<file path="src/exec_pkg.sv">
// Purpose: Shared constants and types for the shift/multiply/stack execution block
// Assumes: 8-bit data, 16-bit addresses, byte-wide memory port
// Notes: Flag bit positions follow the flag register layout
package exec_pkg;

  localparam int FLAG_C = 0;
  localparam int FLAG_V = 1;
  localparam int FLAG_Z = 2;
  localparam int FLAG_N = 3;
  localparam int FLAG_I = 4;
  localparam int FLAG_H = 5;
  localparam int FLAG_F = 6;
  localparam int FLAG_E = 7;

  localparam logic [7:0] FLAG_RESET = 8'h50;
  localparam logic [15:0] WORD_RESET = 16'h0000;
  localparam logic [7:0] BYTE_RESET = 8'h00;
  localparam logic [7:0] NEG_OVF_OPERAND = 8'h80;
  localparam logic [7:0] NEG_ZERO_OPERAND = 8'h00;

  // Postbyte bit positions of the stack transfer mask
  localparam int SEL_FLAGS = 0;
  localparam int SEL_ACC1 = 1;
  localparam int SEL_ACC2 = 2;
  localparam int SEL_PAGE = 3;
  localparam int SEL_XIDX = 4;
  localparam int SEL_YIDX = 5;
  localparam int SEL_OTHER_SP = 6;
  localparam int SEL_PC = 7;

  typedef enum logic [3:0] {
    OP_IDLE = 4'h0,
    OP_SHIFT_LEFT = 4'h1,
    OP_SHIFT_RIGHT = 4'h2,
    OP_PRODUCT = 4'h3,
    OP_COMPLEMENT = 4'h4,
    OP_ACC_MERGE = 4'h5,
    OP_FLAG_SET = 4'h6,
    OP_SYS_PUSH = 4'h7,
    OP_USR_PUSH = 4'h8,
    OP_SYS_POP = 4'h9,
    OP_USR_POP = 4'ha
  } op_e;

  // Operand location for the byte operations
  typedef enum logic [1:0] {
    TGT_ACC1 = 2'b00,
    TGT_ACC2 = 2'b01,
    TGT_MEM = 2'b10
  } target_e;

  typedef struct packed {
    op_e op;
    target_e target;
    logic [7:0] operand;
    logic [15:0] mem_addr;
  } request_s;

  typedef struct packed {
    logic req;
    logic wr;
    logic [15:0] addr;
    logic [7:0] wdata;
  } mem_cmd_s;

  typedef struct packed {
    logic [15:0] pc;
    logic [15:0] sys_sp;
    logic [15:0] usr_sp;
    logic [15:0] x_idx;
    logic [15:0] y_idx;
    logic [7:0] page;
    logic [7:0] acc1;
    logic [7:0] acc2;
    logic [7:0] flags;
  } regs_s;

endpackage

</file>
<file path="src/byte_alu.sv">
// Purpose: Combinational byte operations with their flag effects
// Assumes: Flags in is the current flag register
// Notes: Undefined half carry is left at its old value
`timescale 1ns/1ps
module byte_alu
  import exec_pkg::*;
(
  input wire op_e op_i,
  input wire logic [7:0] a_i,
  input wire logic [7:0] b_i,
  input wire logic [7:0] flags_i,
  output logic [7:0] result_o,
  output logic [7:0] flags_o
);

  logic [8:0] diff;

  always_comb begin
    result_o = a_i;
    flags_o = flags_i;
    diff = 9'h000 - {1'b0, a_i};
    case (op_i)
      OP_SHIFT_LEFT: begin
        result_o = {a_i[6:0], 1'b0};
        flags_o[FLAG_C] = a_i[7];
        flags_o[FLAG_V] = a_i[7] ^ a_i[6];
        flags_o[FLAG_N] = a_i[6];
        flags_o[FLAG_Z] = (a_i[6:0] == 7'h00);
      end
      OP_SHIFT_RIGHT: begin
        result_o = {1'b0, a_i[7:1]};
        flags_o[FLAG_C] = a_i[0];
        flags_o[FLAG_N] = 1'b0;
        flags_o[FLAG_Z] = (a_i[7:1] == 7'h00);
      end
      OP_COMPLEMENT: begin
        result_o = diff[7:0];
        flags_o[FLAG_C] = (a_i != NEG_ZERO_OPERAND);
        flags_o[FLAG_V] = (a_i == NEG_OVF_OPERAND);
        flags_o[FLAG_N] = diff[7];
        flags_o[FLAG_Z] = (diff[7:0] == 8'h00);
      end
      OP_ACC_MERGE: begin
        result_o = a_i | b_i;
        flags_o[FLAG_N] = result_o[7];
        flags_o[FLAG_Z] = (result_o == 8'h00);
        flags_o[FLAG_V] = 1'b0;
      end
      default: begin
        result_o = a_i;
        flags_o = flags_i;
      end
    endcase
  end

endmodule

</file>
<file path="src/shift_mul_negate_stack_exec.sv">
// What this block does
// - Left shift moves bits up one and forces bit zero to zero
// - Left shift puts old bit seven in carry, N and Z from result
// - Left shift loads overflow with old bit six xor bit seven
// - Arithmetic and logical left shift are one identical operation
// - Right shift inserts zero at top, bit zero to carry, N cleared
// - Multiply unsigned accumulators, high byte to first, low to second
// - Multiply sets Z on zero product, carry from low byte bit seven
// - Negate gives zero minus operand, carry is the borrow
// - Negate overflow only for 80, carry clear only for 00
// - Idle op advances only the program counter
// - Accumulator merge ORs byte in, N and Z from result, V cleared
// - Flag set ORs immediate into whole flag register, never clears
// - Postbyte bits pick PC, other SP, Y, X, page, acc2, acc1, flags
// - System push goes bit seven down, pre-decrement, low byte first
// - User push uses user pointer; bit six saves system pointer
// - System pop goes bit zero up, post-increment, high byte first
// - User pop uses user pointer; bit six reloads system pointer
// - Push leaves flags; pop changes flags only via bit zero
// - Any postbyte allowed, zero moves nothing; own pointer never moved
//
// Purpose: Executes one operation per start pulse against a byte memory
// Assumes: Memory answers a read in the cycle after the request
// Notes: Opcode fetch and addressing are done outside this block
`timescale 1ns/1ps
module shift_mul_negate_stack_exec
  import exec_pkg::*;
(
  input wire logic clk_sys_i,
  input wire logic sys_rst_i,
  input wire logic start_i,
  input wire request_s req_i,
  input wire logic [7:0] mem_rdata_i,
  output mem_cmd_s mem_o,
  output regs_s regs_o,
  output logic busy_o,
  output logic done_o
);

  typedef enum logic [2:0] {
    ST_IDLE = 3'b000,
    ST_MEM_READ = 3'b001,
    ST_MEM_WRITE = 3'b010,
    ST_STACK = 3'b011,
    ST_POP_WAIT = 3'b100,
    ST_READ_WAIT = 3'b101
  } state_e;

  state_e state, next_state;
  regs_s regs, next_regs;
  mem_cmd_s mem, next_mem;
  request_s cur, next_cur;
  logic [7:0] mask, next_mask;
  logic hi_half, next_hi_half;
  logic busy, next_busy;
  logic done, next_done;

  logic [7:0] alu_a;
  logic [7:0] alu_res;
  logic [7:0] alu_flags;
  logic [15:0] product;
  logic [2:0] push_idx;
  logic [2:0] pop_idx;
  logic is_push;
  logic is_user;
  logic [15:0] sel_word;
  logic [15:0] sp_used;
  logic [7:0] pop_byte;

  // Widen first: a cast alone keeps the product at eight bits
  assign product = {8'h00, regs.acc1} * {8'h00, regs.acc2};

  byte_alu u_alu (
    .op_i(cur.op),
    .a_i(alu_a),
    .b_i(cur.operand),
    .flags_i(regs.flags),
    .result_o(alu_res),
    .flags_o(alu_flags)
  );

  // Highest set bit for pushes, lowest for pops
  always_comb begin
    push_idx = 3'd0;
    pop_idx = 3'd7;
    for (int i = 0; i < 8; i++) begin
      if (mask[i]) begin
        push_idx = 3'(i);
      end
    end
    for (int i = 7; i >= 0; i--) begin
      if (mask[i]) begin
        pop_idx = 3'(i);
      end
    end
  end

  always_comb begin
    is_push = (cur.op == OP_SYS_PUSH) || (cur.op == OP_USR_PUSH);
    is_user = (cur.op == OP_USR_PUSH) || (cur.op == OP_USR_POP);
    sp_used = is_user ? regs.usr_sp : regs.sys_sp;
    alu_a = (cur.target == TGT_ACC1) ? regs.acc1 :
            (cur.target == TGT_ACC2) ? regs.acc2 : cur.operand;
    // Word selected by the register now being pushed
    case (push_idx)
      3'd7: sel_word = regs.pc;
      3'd6: sel_word = is_user ? regs.sys_sp : regs.usr_sp;
      3'd5: sel_word = regs.y_idx;
      3'd4: sel_word = regs.x_idx;
      3'd3: sel_word = {8'h00, regs.page};
      3'd2: sel_word = {8'h00, regs.acc2};
      3'd1: sel_word = {8'h00, regs.acc1};
      default: sel_word = {8'h00, regs.flags};
    endcase
    pop_byte = mem_rdata_i;
  end

  always_comb begin
    next_state = state;
    next_regs = regs;
    next_mem = mem;
    next_cur = cur;
    next_mask = mask;
    next_hi_half = hi_half;
    next_busy = busy;
    next_done = 1'b0;
    case (state)
      ST_IDLE: begin
        next_mem.req = 1'b0;
        next_mem.wr = 1'b0;
        if (start_i) begin
          next_cur = req_i;
          next_mask = req_i.operand;
          next_hi_half = 1'b0;
          next_busy = 1'b1;
          next_state = ST_STACK;
          if (req_i.op == OP_SHIFT_LEFT || req_i.op == OP_SHIFT_RIGHT ||
              req_i.op == OP_COMPLEMENT) begin
            if (req_i.target == TGT_MEM) begin
              next_mem.req = 1'b1;
              next_mem.addr = req_i.mem_addr;
              next_state = ST_READ_WAIT;
            end
          end
        end
      end
      ST_READ_WAIT: begin
        // Read data stands only in the cycle after the request, so wait a cycle
        next_mem.req = 1'b0;
        if (cur.op == OP_SYS_POP || cur.op == OP_USR_POP) begin
          next_state = ST_POP_WAIT;
        end else begin
          next_state = ST_MEM_READ;
        end
      end
      ST_MEM_READ: begin
        // Memory byte arrives now; reuse the operand slot for it
        next_mem.req = 1'b0;
        next_cur.operand = mem_rdata_i;
        next_state = ST_MEM_WRITE;
      end
      ST_MEM_WRITE: begin
        next_mem.req = 1'b1;
        next_mem.wr = 1'b1;
        next_mem.wdata = alu_res;
        next_regs.flags = alu_flags;
        next_cur.op = OP_IDLE;
        next_state = ST_POP_WAIT;
      end
      ST_POP_WAIT: begin
        next_mem.req = 1'b0;
        next_mem.wr = 1'b0;
        if (cur.op == OP_IDLE) begin
          next_busy = 1'b0;
          next_done = 1'b1;
          next_state = ST_IDLE;
        end else begin
          // Popped byte lands; pointer already stepped past it
          // hi_half low means this byte is the high byte of a word; the low byte is still to come
          case (pop_idx)
            3'd7: if (!hi_half) next_regs.pc[15:8] = pop_byte;
                  else next_regs.pc[7:0] = pop_byte;
            3'd6: if (is_user) begin
                    if (!hi_half) next_regs.sys_sp[15:8] = pop_byte;
                    else next_regs.sys_sp[7:0] = pop_byte;
                  end else begin
                    if (!hi_half) next_regs.usr_sp[15:8] = pop_byte;
                    else next_regs.usr_sp[7:0] = pop_byte;
                  end
            3'd5: if (!hi_half) next_regs.y_idx[15:8] = pop_byte;
                  else next_regs.y_idx[7:0] = pop_byte;
            3'd4: if (!hi_half) next_regs.x_idx[15:8] = pop_byte;
                  else next_regs.x_idx[7:0] = pop_byte;
            3'd3: next_regs.page = pop_byte;
            3'd2: next_regs.acc2 = pop_byte;
            3'd1: next_regs.acc1 = pop_byte;
            default: next_regs.flags = pop_byte;
          endcase
          if (pop_idx >= 3'd4 && !hi_half) begin
            next_hi_half = 1'b1;
          end else begin
            next_hi_half = 1'b0;
            next_mask[pop_idx] = 1'b0;
          end
          next_state = ST_STACK;
        end
      end
      ST_STACK: begin
        next_mem.req = 1'b0;
        next_mem.wr = 1'b0;
        case (cur.op)
          OP_SYS_PUSH, OP_USR_PUSH, OP_SYS_POP, OP_USR_POP: begin
            if (mask == 8'h00) begin
              next_busy = 1'b0;
              next_done = 1'b1;
              next_state = ST_IDLE;
            end else if (is_push) begin
              // Pre-decrement, low byte first
              next_mem.req = 1'b1;
              next_mem.wr = 1'b1;
              next_mem.addr = 16'(sp_used - 16'h0001);
              next_mem.wdata = (push_idx >= 3'd4 && hi_half) ? sel_word[15:8] :
                               sel_word[7:0];
              if (is_user) next_regs.usr_sp = 16'(sp_used - 16'h0001);
              else next_regs.sys_sp = 16'(sp_used - 16'h0001);
              if (push_idx >= 3'd4 && !hi_half) begin
                next_hi_half = 1'b1;
              end else begin
                next_hi_half = 1'b0;
                next_mask[push_idx] = 1'b0;
              end
            end else begin
              // Read then post-increment, high byte first
              next_mem.req = 1'b1;
              next_mem.addr = sp_used;
              if (is_user) next_regs.usr_sp = 16'(sp_used + 16'h0001);
              else next_regs.sys_sp = 16'(sp_used + 16'h0001);
              next_state = ST_READ_WAIT;
            end
          end
          OP_PRODUCT: begin
            next_regs.acc1 = product[15:8];
            next_regs.acc2 = product[7:0];
            next_regs.flags[FLAG_Z] = (product == 16'h0000);
            next_regs.flags[FLAG_C] = product[7];
          end
          OP_FLAG_SET: begin
            next_regs.flags = regs.flags | cur.operand;
          end
          OP_SHIFT_LEFT, OP_SHIFT_RIGHT, OP_COMPLEMENT, OP_ACC_MERGE: begin
            next_regs.flags = alu_flags;
            if (cur.target == TGT_ACC2) next_regs.acc2 = alu_res;
            else next_regs.acc1 = alu_res;
          end
          default: begin
          end
        endcase
        if (!(cur.op inside {OP_SYS_PUSH, OP_USR_PUSH, OP_SYS_POP, OP_USR_POP})) begin
          next_regs.pc = 16'(regs.pc + 16'h0001);
          next_busy = 1'b0;
          next_done = 1'b1;
          next_state = ST_IDLE;
        end
      end
      default: next_state = ST_IDLE;
    endcase
  end

  always_ff @(posedge clk_sys_i or posedge sys_rst_i) begin
    if (sys_rst_i) begin
      state <= ST_IDLE;
      regs <= '{WORD_RESET, WORD_RESET, WORD_RESET, WORD_RESET, WORD_RESET,
                BYTE_RESET, BYTE_RESET, BYTE_RESET, FLAG_RESET};
      mem <= '0;
      cur <= '0;
      mask <= 8'h00;
      hi_half <= 1'b0;
      busy <= 1'b0;
      done <= 1'b0;
    end else begin
      state <= next_state;
      regs <= next_regs;
      mem <= next_mem;
      cur <= next_cur;
      mask <= next_mask;
      hi_half <= next_hi_half;
      busy <= next_busy;
      done <= next_done;
    end
  end

  assign mem_o = mem;
  assign regs_o = regs;
  assign busy_o = busy;
  assign done_o = done;

endmodule

</file>
<file path="config.mk">
export PLATFORM = sky130hd
export DESIGN_NAME = shift_mul_negate_stack_exec
export DESIGN_NICKNAME = d
export VERILOG_FILES = /design/src/exec_pkg.sv /design/src/byte_alu.sv /design/src/shift_mul_negate_stack_exec.sv
export SDC_FILE = /design/constraint.sdc
export NUM_CORES = 1
export LEC_CHECK = 0
export ABC_AREA = 1
export BUFFER_PORTS_ARGS = -buffer_cell sky130_fd_sc_hd__buf_2
export CORE_MARGIN = 4
export CORE_UTILIZATION = 35
export DETAILED_ROUTE_END_ITERATION = 8
export GPL_TIMING_DRIVEN = 1
export PLACE_DENSITY_LB_ADDON = 0.05
export RECOVER_POWER = 25
export SETUP_SLACK_MARGIN = 0.3
export SLEW_MARGIN = 20
export SYNTH_ARGS = -nofsm -noshare
export SYNTH_HDL_FRONTEND = slang
export SYNTH_HIERARCHICAL = 1
export SYNTH_SLANG_ARGS = --single-unit
</file>
<file path="constraint.sdc">
create_clock -name clk_sys_i -period 6 [get_ports clk_sys_i]
set_clock_uncertainty 0.1 [all_clocks]
set_input_delay 1.8 -clock clk_sys_i [delete_from_list [all_inputs] [get_ports clk_sys_i]]
set_output_delay 1.8 -clock clk_sys_i [all_outputs]
set_load 0.02 [all_outputs]
</file>
* Word level (Yosys, flattened, before mapping)
Index checks and enable logic that the tools add are counted.
** Storage, ports and cells
- Register bits after elaboration :: 182
- Output and inout bits :: 140
- Bits of input ports :: 41
- Word-level logic and storage cells :: 296
** Operators by class
- Multiplexer cells :: 118
- Reductions and logical operators :: 61
- $mul :: 1
- $add $sub $neg :: 4
- Bitwise operators :: 10
- Magnitude comparators :: 6
- Equality and inequality tests :: 67
** Operator list (count)
- two-way mux 16 bit :: 16
- two-way mux 8 bit :: 23
- two-way mux 32 bit :: 4
- two-way mux 112 bit :: 1
- one-hot mux 16 bit (7 select lines) :: 1
- one-hot mux 16 bit (2 select lines) :: 3
- one-hot mux 48 bit (2 select lines) :: 1
- two-way mux 3 bit :: 20
- two-way mux 26 bit :: 2
- one-hot mux 8 bit (3 select lines) :: 2
- AND reduction 8 bit :: 5
- != test 2 bit (second input constant) :: 18
- adder 16 x 1 -> 16 bit (second input constant) :: 2
- one-hot mux 8 bit (2 select lines) :: 2
- one-hot mux 8 bit (4 select lines) :: 1
- == test 3 bit (second input constant) :: 10
- two-way mux 30 bit :: 1
- AND reduction 4 bit :: 7
- AND reduction 5 bit :: 5
- logical NOT 8 bit :: 3
- two-way mux 1 bit :: 24
- one-hot mux 1 bit (3 select lines) :: 7
- == test 4 x 3 -> 1 bit (second input constant) :: 5
- == test 3 x 2 -> 1 bit (second input constant) :: 6
- 51 further kinds :: 98

* Longest topological paths before layout
Gate-level depths: netlist of the first run.
- Word-level depth :: 18
- Depth in mapped cells :: 24

* Cells and area by module
Netlist of the first run, hierarchy kept.
** By module, submodules not included
- shift_mul_negate_stack_exec :: cells an instance 1892, times used 1, area an instance 12872.3 um2
- byte_alu :: cells an instance 147, times used 1, area an instance 757.0 um2

* Least setup slack after synthesis of the first run
Ideal clock, no wire load.
- Path type :: reg2reg
- Start point :: register regs (netlist bit regs_o[23])
- End point :: register regs (netlist bit regs_o[2])
- Library setup time :: 0.077 ns
- Arrival :: 4.060 ns
- Slack :: 1.763 ns
- Period minus slack after synthesis :: 4.237 ns
- Cell stages (with the launch flop) :: 20
- Cells stage by stage :: dfrtp_1 -> clkbuf_1 -> nand2_1 -> fa_1 -> fa_1 -> fa_1 -> fa_1 -> inv_1 -> ha_1 -> nand2_1 -> inv_1 -> a21oi_1 -> nand3b_1 -> nand2_1 -> nand2_1 -> nor2_1 -> nand4_1 -> nand2_1 -> nand2_1 -> a21oi_1
** Between the ends
- Longest elaborated chain between the ends :: 6
- Elaborated cells between the ends (all ways) :: 11
** RTL lines
- start: declaration :: line shift_mul_negate_stack_exec.sv:50 : regs_s regs, next_regs;
- start signal: assignment :: line shift_mul_negate_stack_exec.sv:272 : regs <= '{WORD_RESET, WORD_RESET, WORD_RESET, WORD_RESET, WORD_RESET,
- start signal: assignment :: line shift_mul_negate_stack_exec.sv:282 : regs <= next_regs;
- branches (longest 5 deep; another with multiplier 8 x 8 -> 16 bit)
- one-hot mux 8 bit (3 select lines) (*) :: line shift_mul_negate_stack_exec.sv:127 : case (state)
Every way passes the cells marked *.
A chain may end at the register's enable or synchronous reset.

* Final worst setup path of the first run
- Start point :: register regs (netlist bit regs_o[20])
- End point :: register regs (netlist bit regs_o[2])
The elaborated chain is that of the path after synthesis.

==> results of run 1 <==
## routing by layer
layer | routed length (um) | vias to the layer above
met3 | 4130 | 78
met2 | 25800 | 532
met1 | 26500 | 6918
li1 | - | 6846
met4 | 1740 | 0
met5 | 0 | -
## registers in the layout, indices dropped and copies added (netlist names)
signal	count
regs_o	112
busy_o	1
state	3
mask	8
mem_o	26
done_o	1
hi_half	1
cur	14
## metrics by stage
step / std cells / utilization (%)
after CTS: 2708 / 40.2
after detailed placement: 2676 / 38.6
after global placement: 2676 / 38.6
after floorplan: 2039 / -
after global routing: 2708 / 40.2
final: 2708 / 40.2
## layout make-up
type	instances	area [um^2]
Fill cell	4306	23100
Tap cell	518	648
Timing Repair Buffer	190	970
Inverter	284	1070
Clock buffer	24	472
Clock inverter	8	146
Sequential cell	166	4160
Multi-Input combinational cell	1518	8020
## cells by family after synthesis
| logic type | Yosys count | synth area share, % |
|---|---|---|
| adder cells (fa/ha/maj) | 81 | 9.42 |
| AND/OR/NAND/NOR | 1036 | 32.5 |
| flip-flops | 166 | 30.5 |
| AO/OA/AOI/OAI | 387 | 16.1 |
| XOR/XNOR | 14 | 0.900 |
| buffers and inverters | 355 | 10.6 |
## cell usage in the layout (no fill, tap or decap), types with 3 or more instances in the layout
cell	Yosys	routed
sky130_fd_sc_hd__o21ai_2	6	6
sky130_fd_sc_hd__a21oi_1	121	121
sky130_fd_sc_hd__clkbuf_1	31	8
sky130_fd_sc_hd__o211ai_1	17	17
sky130_fd_sc_hd__fa_1	36	36
sky130_fd_sc_hd__o21ai_1	20	20
sky130_fd_sc_hd__a32oi_1	4	4
sky130_fd_sc_hd__xor2_1	9	9
sky130_fd_sc_hd__inv_2	22	22
sky130_fd_sc_hd__a31oi_1	21	21
sky130_fd_sc_hd__ha_1	45	45
sky130_fd_sc_hd__bufinv_16	0	4
sky130_fd_sc_hd__buf_2	16	178
sky130_fd_sc_hd__nand4_1	24	24
sky130_fd_sc_hd__o2bb2ai_1	5	5
sky130_fd_sc_hd__nand2_2	18	18
sky130_fd_sc_hd__o31ai_1	3	3
sky130_fd_sc_hd__o21a_1	3	3
sky130_fd_sc_hd__nand3_1	114	114
sky130_fd_sc_hd__o2111ai_1	6	6
sky130_fd_sc_hd__inv_1	260	259
sky130_fd_sc_hd__buf_4	14	8
sky130_fd_sc_hd__o22ai_1	13	13
sky130_fd_sc_hd__nor3_1	9	9
sky130_fd_sc_hd__clkbuf_16	0	17
sky130_fd_sc_hd__a22oi_1	6	6
sky130_fd_sc_hd__a41oi_1	10	10
sky130_fd_sc_hd__nand3_2	6	6
sky130_fd_sc_hd__nand2_4	4	4
sky130_fd_sc_hd__o21ai_0	145	145
sky130_fd_sc_hd__nor2_2	22	22
sky130_fd_sc_hd__nor2_4	9	9
sky130_fd_sc_hd__nand2_1	627	627
sky130_fd_sc_hd__nand3_4	3	3
sky130_fd_sc_hd__xnor2_1	5	5
sky130_fd_sc_hd__dfrtp_1	164	164
sky130_fd_sc_hd__nor2_1	190	190
sky130_fd_sc_hd__nand3b_1	6	6
## worst paths after layout
path                                  from        end  slack (ps)  cells after the start
max in group asynchronous        sys_rst_i  mem_o[23]        2080                      3
worst max register to register  regs_o[20]  regs_o[2]        1310                     18
worst min-delay path              mem_o[8]   mem_o[8]         390                      2
min in group asynchronous        sys_rst_i  mem_o[24]        2130                      3
worst max-delay path            regs_o[20]  regs_o[2]        1310                     18
worst min register to register    mem_o[8]   mem_o[8]         390                      2
## worst max-delay path, delay by kind of cell (launching register included)
family	cells	cell delay, ps
adders and majority gates	5	2350
and+or+nand+nor	9	1020
DFF	1	700
AOI/OAI and AO/OA	2	350
buffers and inverters	2	100
## cells in the mapped netlist (10+ instances only)
cell type / number
sky130_fd_sc_hd__a21oi_1: 121
sky130_fd_sc_hd__fa_1: 36
sky130_fd_sc_hd__nor2_1: 190
sky130_fd_sc_hd__o22ai_1: 13
sky130_fd_sc_hd__ha_1: 45
sky130_fd_sc_hd__nand2_2: 18
sky130_fd_sc_hd__nor2_2: 22
sky130_fd_sc_hd__inv_2: 22
sky130_fd_sc_hd__dfrtp_1: 164
sky130_fd_sc_hd__inv_1: 260
sky130_fd_sc_hd__buf_2: 16
sky130_fd_sc_hd__nand4_1: 24
sky130_fd_sc_hd__clkbuf_1: 31
sky130_fd_sc_hd__nand2_1: 627
sky130_fd_sc_hd__o211ai_1: 17
sky130_fd_sc_hd__o21ai_1: 20
sky130_fd_sc_hd__nand3_1: 114
sky130_fd_sc_hd__buf_4: 14
sky130_fd_sc_hd__o21ai_0: 145
sky130_fd_sc_hd__a41oi_1: 10
sky130_fd_sc_hd__a31oi_1: 21
==> flow_metrics.env, run 1 <==
export IMPL_grt_pass1_wl_um=86900
export IMPL_yosys_area_top_type_share_pct=30.1
export IMPL_synth_cells=2039
export IMPL_ys_flop_type="sky130_fd_sc_hd__dfrtp_1"
export IMPL_post_synth_instance_area_um2=13600
export IMPL_longest_individual_stage_delay_on_the_worst_path_ps=700
export IMPL_tritoncts_num_buffers=17
export IMPL_postSynthRegisterBits=166
export IMPL_crit_top_cell="sky130_fd_sc_hd__nand2_1"
export IMPL_total_drc_errors_in_the_routed_layout=0
export IMPL_clock_insertion_delay_worst_skew_ps=450
export IMPL_clock_fmax_ghz=0.213
export IMPL_port_buffer_count=180
export IMPL_synth_top_cell_by_area="sky130_fd_sc_hd__dfrtp_1"
export IMPL_layout_min_cycle_time_ps=4690
export IMPL_critical_path_peak_fanout=12
export IMPL_use_met3_pct=5.19
export IMPL_crit_path_top_delay_cell="sky130_fd_sc_hd__dfrtp_1"
export IMPL_top_level_ports=181
export IMPL_cts_sinks=166
export IMPL_globalRoute_busiestLayer="met2"
export IMPL_layout_setup_ws_ps=1310
export IMPL_drive_gt1_share_pct=14.2
export IMPL_ys_async_sr_fraction_pct=100
export IMPL_fp_row_count=72
export IMPL_groute_layer_met2_usage_pct=41.9
export IMPL_failed_checks="max-capacitance violations, max-slew violations"
export IMPL_grt_ovf=0
export IMPL_end_kind="flop"
export IMPL_dpl_hpwl_um=45500
export IMPL_dieWidth_um=205
export IMPL_cts_resized=0
export IMPL_insertedDiodeCount=0
export IMPL_post_cts_setup_buffers=0
export IMPL_globalRouteMet1Util_pct=39.4
export IMPL_clock_root_buffer="sky130_fd_sc_hd__clkbuf_16"
export IMPL_run_status="complete, but fails checks"
export IMPL_cts_hold_buf=0
export IMPL_fin_hold_ws_ps=387
export IMPL_antenna_violating_nets_post_route=0
export IMPL_period_share_pct=78.1
export IMPL_cts_max_level=4
export IMPL_slew_violations=167
export IMPL_mappedNetlistNets=2161
export IMPL_cap_viol_max_count=1
export IMPL_track_usage_pct=27.5
export IMPL_detail_route_wirelength_um=58200
export IMPL_totalNegativeSetupSlack_ps=0
export IMPL_number_of_buffers_on_the_longest_clock_path=2
export IMPL_rsz0062_at_grt="no"
export IMPL_avgSynthCellArea_um2=6.68
export IMPL_floorplan_initialDensity_pct=35.3
export IMPL_num_nets_final=2299
export IMPL_critical_path_cell_sequence="nand2_1, fa_1, fa_1, fa_1, fa_1, inv_1, ha_1, nand2_1, inv_1, a21oi_1, nand3b_1, nand2_1, nand2_1, nor2_1, nand4_1, nand2_1, nand2_1, a21oi_1"
export IMPL_routed_wire_length_per_instance_um=21.5
export IMPL_report_final_setup_viol=0
export IMPL_dp_slack_ps=1340
export IMPL_tritoncts="done"
export IMPL_area_growth_synth_to_final_pct=13.6
export IMPL_synth_sequential_area_ratio_pct=30.5
export IMPL_edff_count_synth=0
export IMPL_synth_area_leaders="sky130_fd_sc_hd__dfrtp_1 30%, sky130_fd_sc_hd__nand2_1 17%, sky130_fd_sc_hd__inv_1 7.2%, sky130_fd_sc_hd__o21ai_0 5.3%, sky130_fd_sc_hd__fa_1 5.3%"
export IMPL_slew_headroom_pct=-64.5
export IMPL_critPathLaunchType="flop"
export IMPL_worstPathRequired_ps=6270
export IMPL_criticalPathCategory="reg -> reg"
export IMPL_die_h_um=205
export IMPL_first_pass_iters=6
export IMPL_yosysWarningCount=6
export IMPL_worstMarginPinSlew_ps=2470
export IMPL_final_cell_area_um2=15500
export IMPL_post_drt_via_cell_ratio=5.31
export IMPL_placedInstanceArea_um2=14900
export IMPL_via_count_of_the_first_global_routing_pass=13600
export IMPL_die_area_um2=42200
export IMPL_detailedRoute_firstIterationViolations=1284
export IMPL_routabilityCongestion=0.932
export IMPL_netlist_cell_type_count=49
export IMPL_worst_setup_hold_path_clk_slew_ps=70
export IMPL_antenna_found_initial=0
export IMPL_routed_via_count=14400
export IMPL_worstPathArrival_ps=4960
export IMPL_core_area_um2=38600
export IMPL_grt_start_max_net_pins=167
export IMPL_final_hold_viol_count=0
export IMPL_timing_hold_worst_class="reg -> reg"
Power of run 1 is left out: the tool's default activity adds up to more than one toggle a clock period on the data nets, which glitch-free logic cannot reach.
==> run 2, diff against run 1 <==
- clock period: 6 -> 4.05 ns (I/O delays scaled with it)
==> run 2 against run 1 <==
- the flow finishes with violations (max-capacitance violations, max-slew violations, negative setup slack)
- critical path depth increased by 3
- cell area increased by 6.2%
- final cell count increased by 2.9%
- sequential cell count unchanged
- core utilization increased by 2.5 points
- non-clock buffer count increased by 79
- wire length decreased by 0.26%
- via count increased by 2.7%
- register-to-register slack got worse by 1600 ps
- sequential share of layout area decreased by 1.5 points
==> flow_metrics.env, run 2 (same netlist as run 1, synthesis figures left out) <==
export IMPL_cts_sinks=166
export IMPL_dieWidth_um=205
export IMPL_cts_hold_buf=0
export IMPL_layout_setup_ws_ps=-252
export IMPL_post_drt_via_cell_ratio=5.29
export IMPL_routed_wire_length_per_instance_um=20.8
export IMPL_worstPathRequired_ps=4320
export IMPL_period_share_pct=106
export IMPL_worst_setup_hold_path_clk_slew_ps=80
export IMPL_dpl_hpwl_um=46300
export IMPL_final_cell_mix="587 x sky130_fd_sc_hd__nand2_1, 250 x sky130_fd_sc_hd__inv_1, 183 x sky130_fd_sc_hd__nor2_1"
export IMPL_failed_checks="max-capacitance violations, max-slew violations, negative setup slack"
export IMPL_cap_viol_max_count=3
export IMPL_die_h_um=205
export IMPL_fp_row_count=72
export IMPL_number_of_flip_flops_in_the_largest_register=112
export IMPL_slew_violations=164
export IMPL_critPathLaunchType="flop"
export IMPL_detailedRoute_firstIterationViolations=1296
export IMPL_finish_cell_count_without_fillers=2787
export IMPL_total_drc_errors_in_the_routed_layout=0
export IMPL_clock_insertion_delay_worst_skew_ps=450
export IMPL_clock_fmax_ghz=0.232
export IMPL_floorplan_initialDensity_pct=35.3
export IMPL_number_of_buffers_on_the_longest_clock_path=2
export IMPL_run_status="complete, but fails checks"
export IMPL_end_kind="flop"
export IMPL_slew_headroom_pct=-59.6
export IMPL_layout_min_cycle_time_ps=4300
export IMPL_routabilityCongestion=0.932
export IMPL_port_buffer_count=180
export IMPL_worstPathArrival_ps=4570
export IMPL_fin_hold_ws_ps=395
export IMPL_final_hold_viol_count=0
export IMPL_first_pass_iters=7
export IMPL_placedInstanceArea_um2=15500
export IMPL_dpl_cell_count=2745
export IMPL_antenna_violating_nets_post_route=0
export IMPL_report_final_setup_viol=8
export IMPL_grt_pass1_wl_um=88500
export IMPL_num_nets_final=2378
export IMPL_rsz0062_at_grt="yes"
export IMPL_tritoncts_num_buffers=17
export IMPL_die_area_um2=42200
export IMPL_cts_max_level=4
export IMPL_top_level_ports=181
export IMPL_area_growth_synth_to_final_pct=20.7
export IMPL_track_usage_pct=27.5
export IMPL_grt_start_max_net_pins=90
export IMPL_critical_path_peak_fanout=7
export IMPL_grt_ovf=0
export IMPL_tritoncts="done"
export IMPL_criticalPathCategory="reg -> reg"
export IMPL_timing_hold_worst_class="reg -> reg"
export IMPL_clock_root_buffer="sky130_fd_sc_hd__clkbuf_16"
export IMPL_worstMarginPinSlew_ps=2390
export IMPL_detail_route_wirelength_um=58100
export IMPL_routed_via_count=14800
export IMPL_via_count_of_the_first_global_routing_pass=14400
export IMPL_final_cell_area_um2=16400
export IMPL_drive_gt1_share_pct=21.7
export IMPL_layout_commonest_cell="sky130_fd_sc_hd__nand2_1"
export IMPL_insertedDiodeCount=0
export IMPL_antenna_found_initial=2
export IMPL_core_area_um2=38600
==> run 2: cell types whose count changed in the layout (fill, tap and decap cells not counted), moves of 8 or more <==
cell	previous run	this run
sky130_fd_sc_hd__nand2_2	18	54
sky130_fd_sc_hd__dfrtp_1	164	150
sky130_fd_sc_hd__o21ai_1	20	28
sky130_fd_sc_hd__inv_1	259	250
sky130_fd_sc_hd__dfrtp_2	0	14
sky130_fd_sc_hd__nand2_1	627	587
sky130_fd_sc_hd__inv_6	0	8
sky130_fd_sc_hd__buf_6	0	8
sky130_fd_sc_hd__o21ai_0	145	137
sky130_fd_sc_hd__inv_2	22	31
sky130_fd_sc_hd__buf_4	8	78
==> run 2: layer usage <==
metal,global-route usage (%),vias up,routed length [um]
met5,0,-,0
met4,7.42,0,1430
met3,3.67,76,3720
met2,44.8,549,27000
met1,38.6,7125,25900
li1,-,7007,-
==> run 2: area by class of cell <==
type | instances | area [um^2]
inverters | 284 | 1070
repair buffers | 269 | 1590
flip-flops and latches | 166 | 4170
well taps | 518 | 648
fillers | 4284 | 22100
clock buffers | 17 | 425
multi-input cells | 1518 | 8390
clock inverters | 15 | 156
==> run 2: repair_timing <==
action | in CTS | in global routing
pin swaps | 21 | 23
gates resized for setup | 45 | 41
setup buffers | 4 | 6
setup endpoints to repair | 13 | 13
==> run 2: through the flow <==
step                util (%)  TNS (ps)  setup slack (ps)
floorplan                  -         0              15.1
global placement        40.2      -407              -218
detailed placement      40.2      -602              -238
CTS                     42.2      -700              -223
global route            42.7     -3220              -438
finish                  42.7      -676              -252
==> run 2: final timing paths <==
| path | depth (start not counted) | start | endpoint | slack [ps] |
|---|---|---|---|---|
| min in group asynchronous | 2 | sys_rst_i | regs_o[26] | 600 |
| hold reg to reg | 2 | mem_o[11] | mem_o[11] | 400 |
| hold / removal | 2 | mem_o[11] | mem_o[11] | 400 |
| setup reg to reg | 21 | regs_o[10] | regs_o[2] | -250 |
| max in group asynchronous | 3 | sys_rst_i | regs_o[19] | 470 |
| setup / recovery | 21 | regs_o[10] | regs_o[2] | -250 |
==> run 2: critical path, cell delays in order (launching register included) <==
cell and delay, ps:
sky130_fd_sc_hd__dfrtp_2 470, sky130_fd_sc_hd__nand2_2 80, sky130_fd_sc_hd__inv_2 40, sky130_fd_sc_hd__fa_1 540
sky130_fd_sc_hd__inv_2 40, sky130_fd_sc_hd__fa_2 530, sky130_fd_sc_hd__fa_2 440, sky130_fd_sc_hd__fa_1 520
sky130_fd_sc_hd__inv_2 50, sky130_fd_sc_hd__ha_4 310, sky130_fd_sc_hd__nand2_2 50, sky130_fd_sc_hd__nand2_2 80
sky130_fd_sc_hd__nand2_2 60, sky130_fd_sc_hd__nand2_2 70, sky130_fd_sc_hd__nand2_2 70, sky130_fd_sc_hd__nand4_1 100
sky130_fd_sc_hd__nand2_2 70, sky130_fd_sc_hd__nor2_1 140, sky130_fd_sc_hd__nand4_1 190, sky130_fd_sc_hd__nand2_1 110
sky130_fd_sc_hd__nand2_1 50, sky130_fd_sc_hd__a21oi_1 110
Power of run 2 is left out for the same reason.
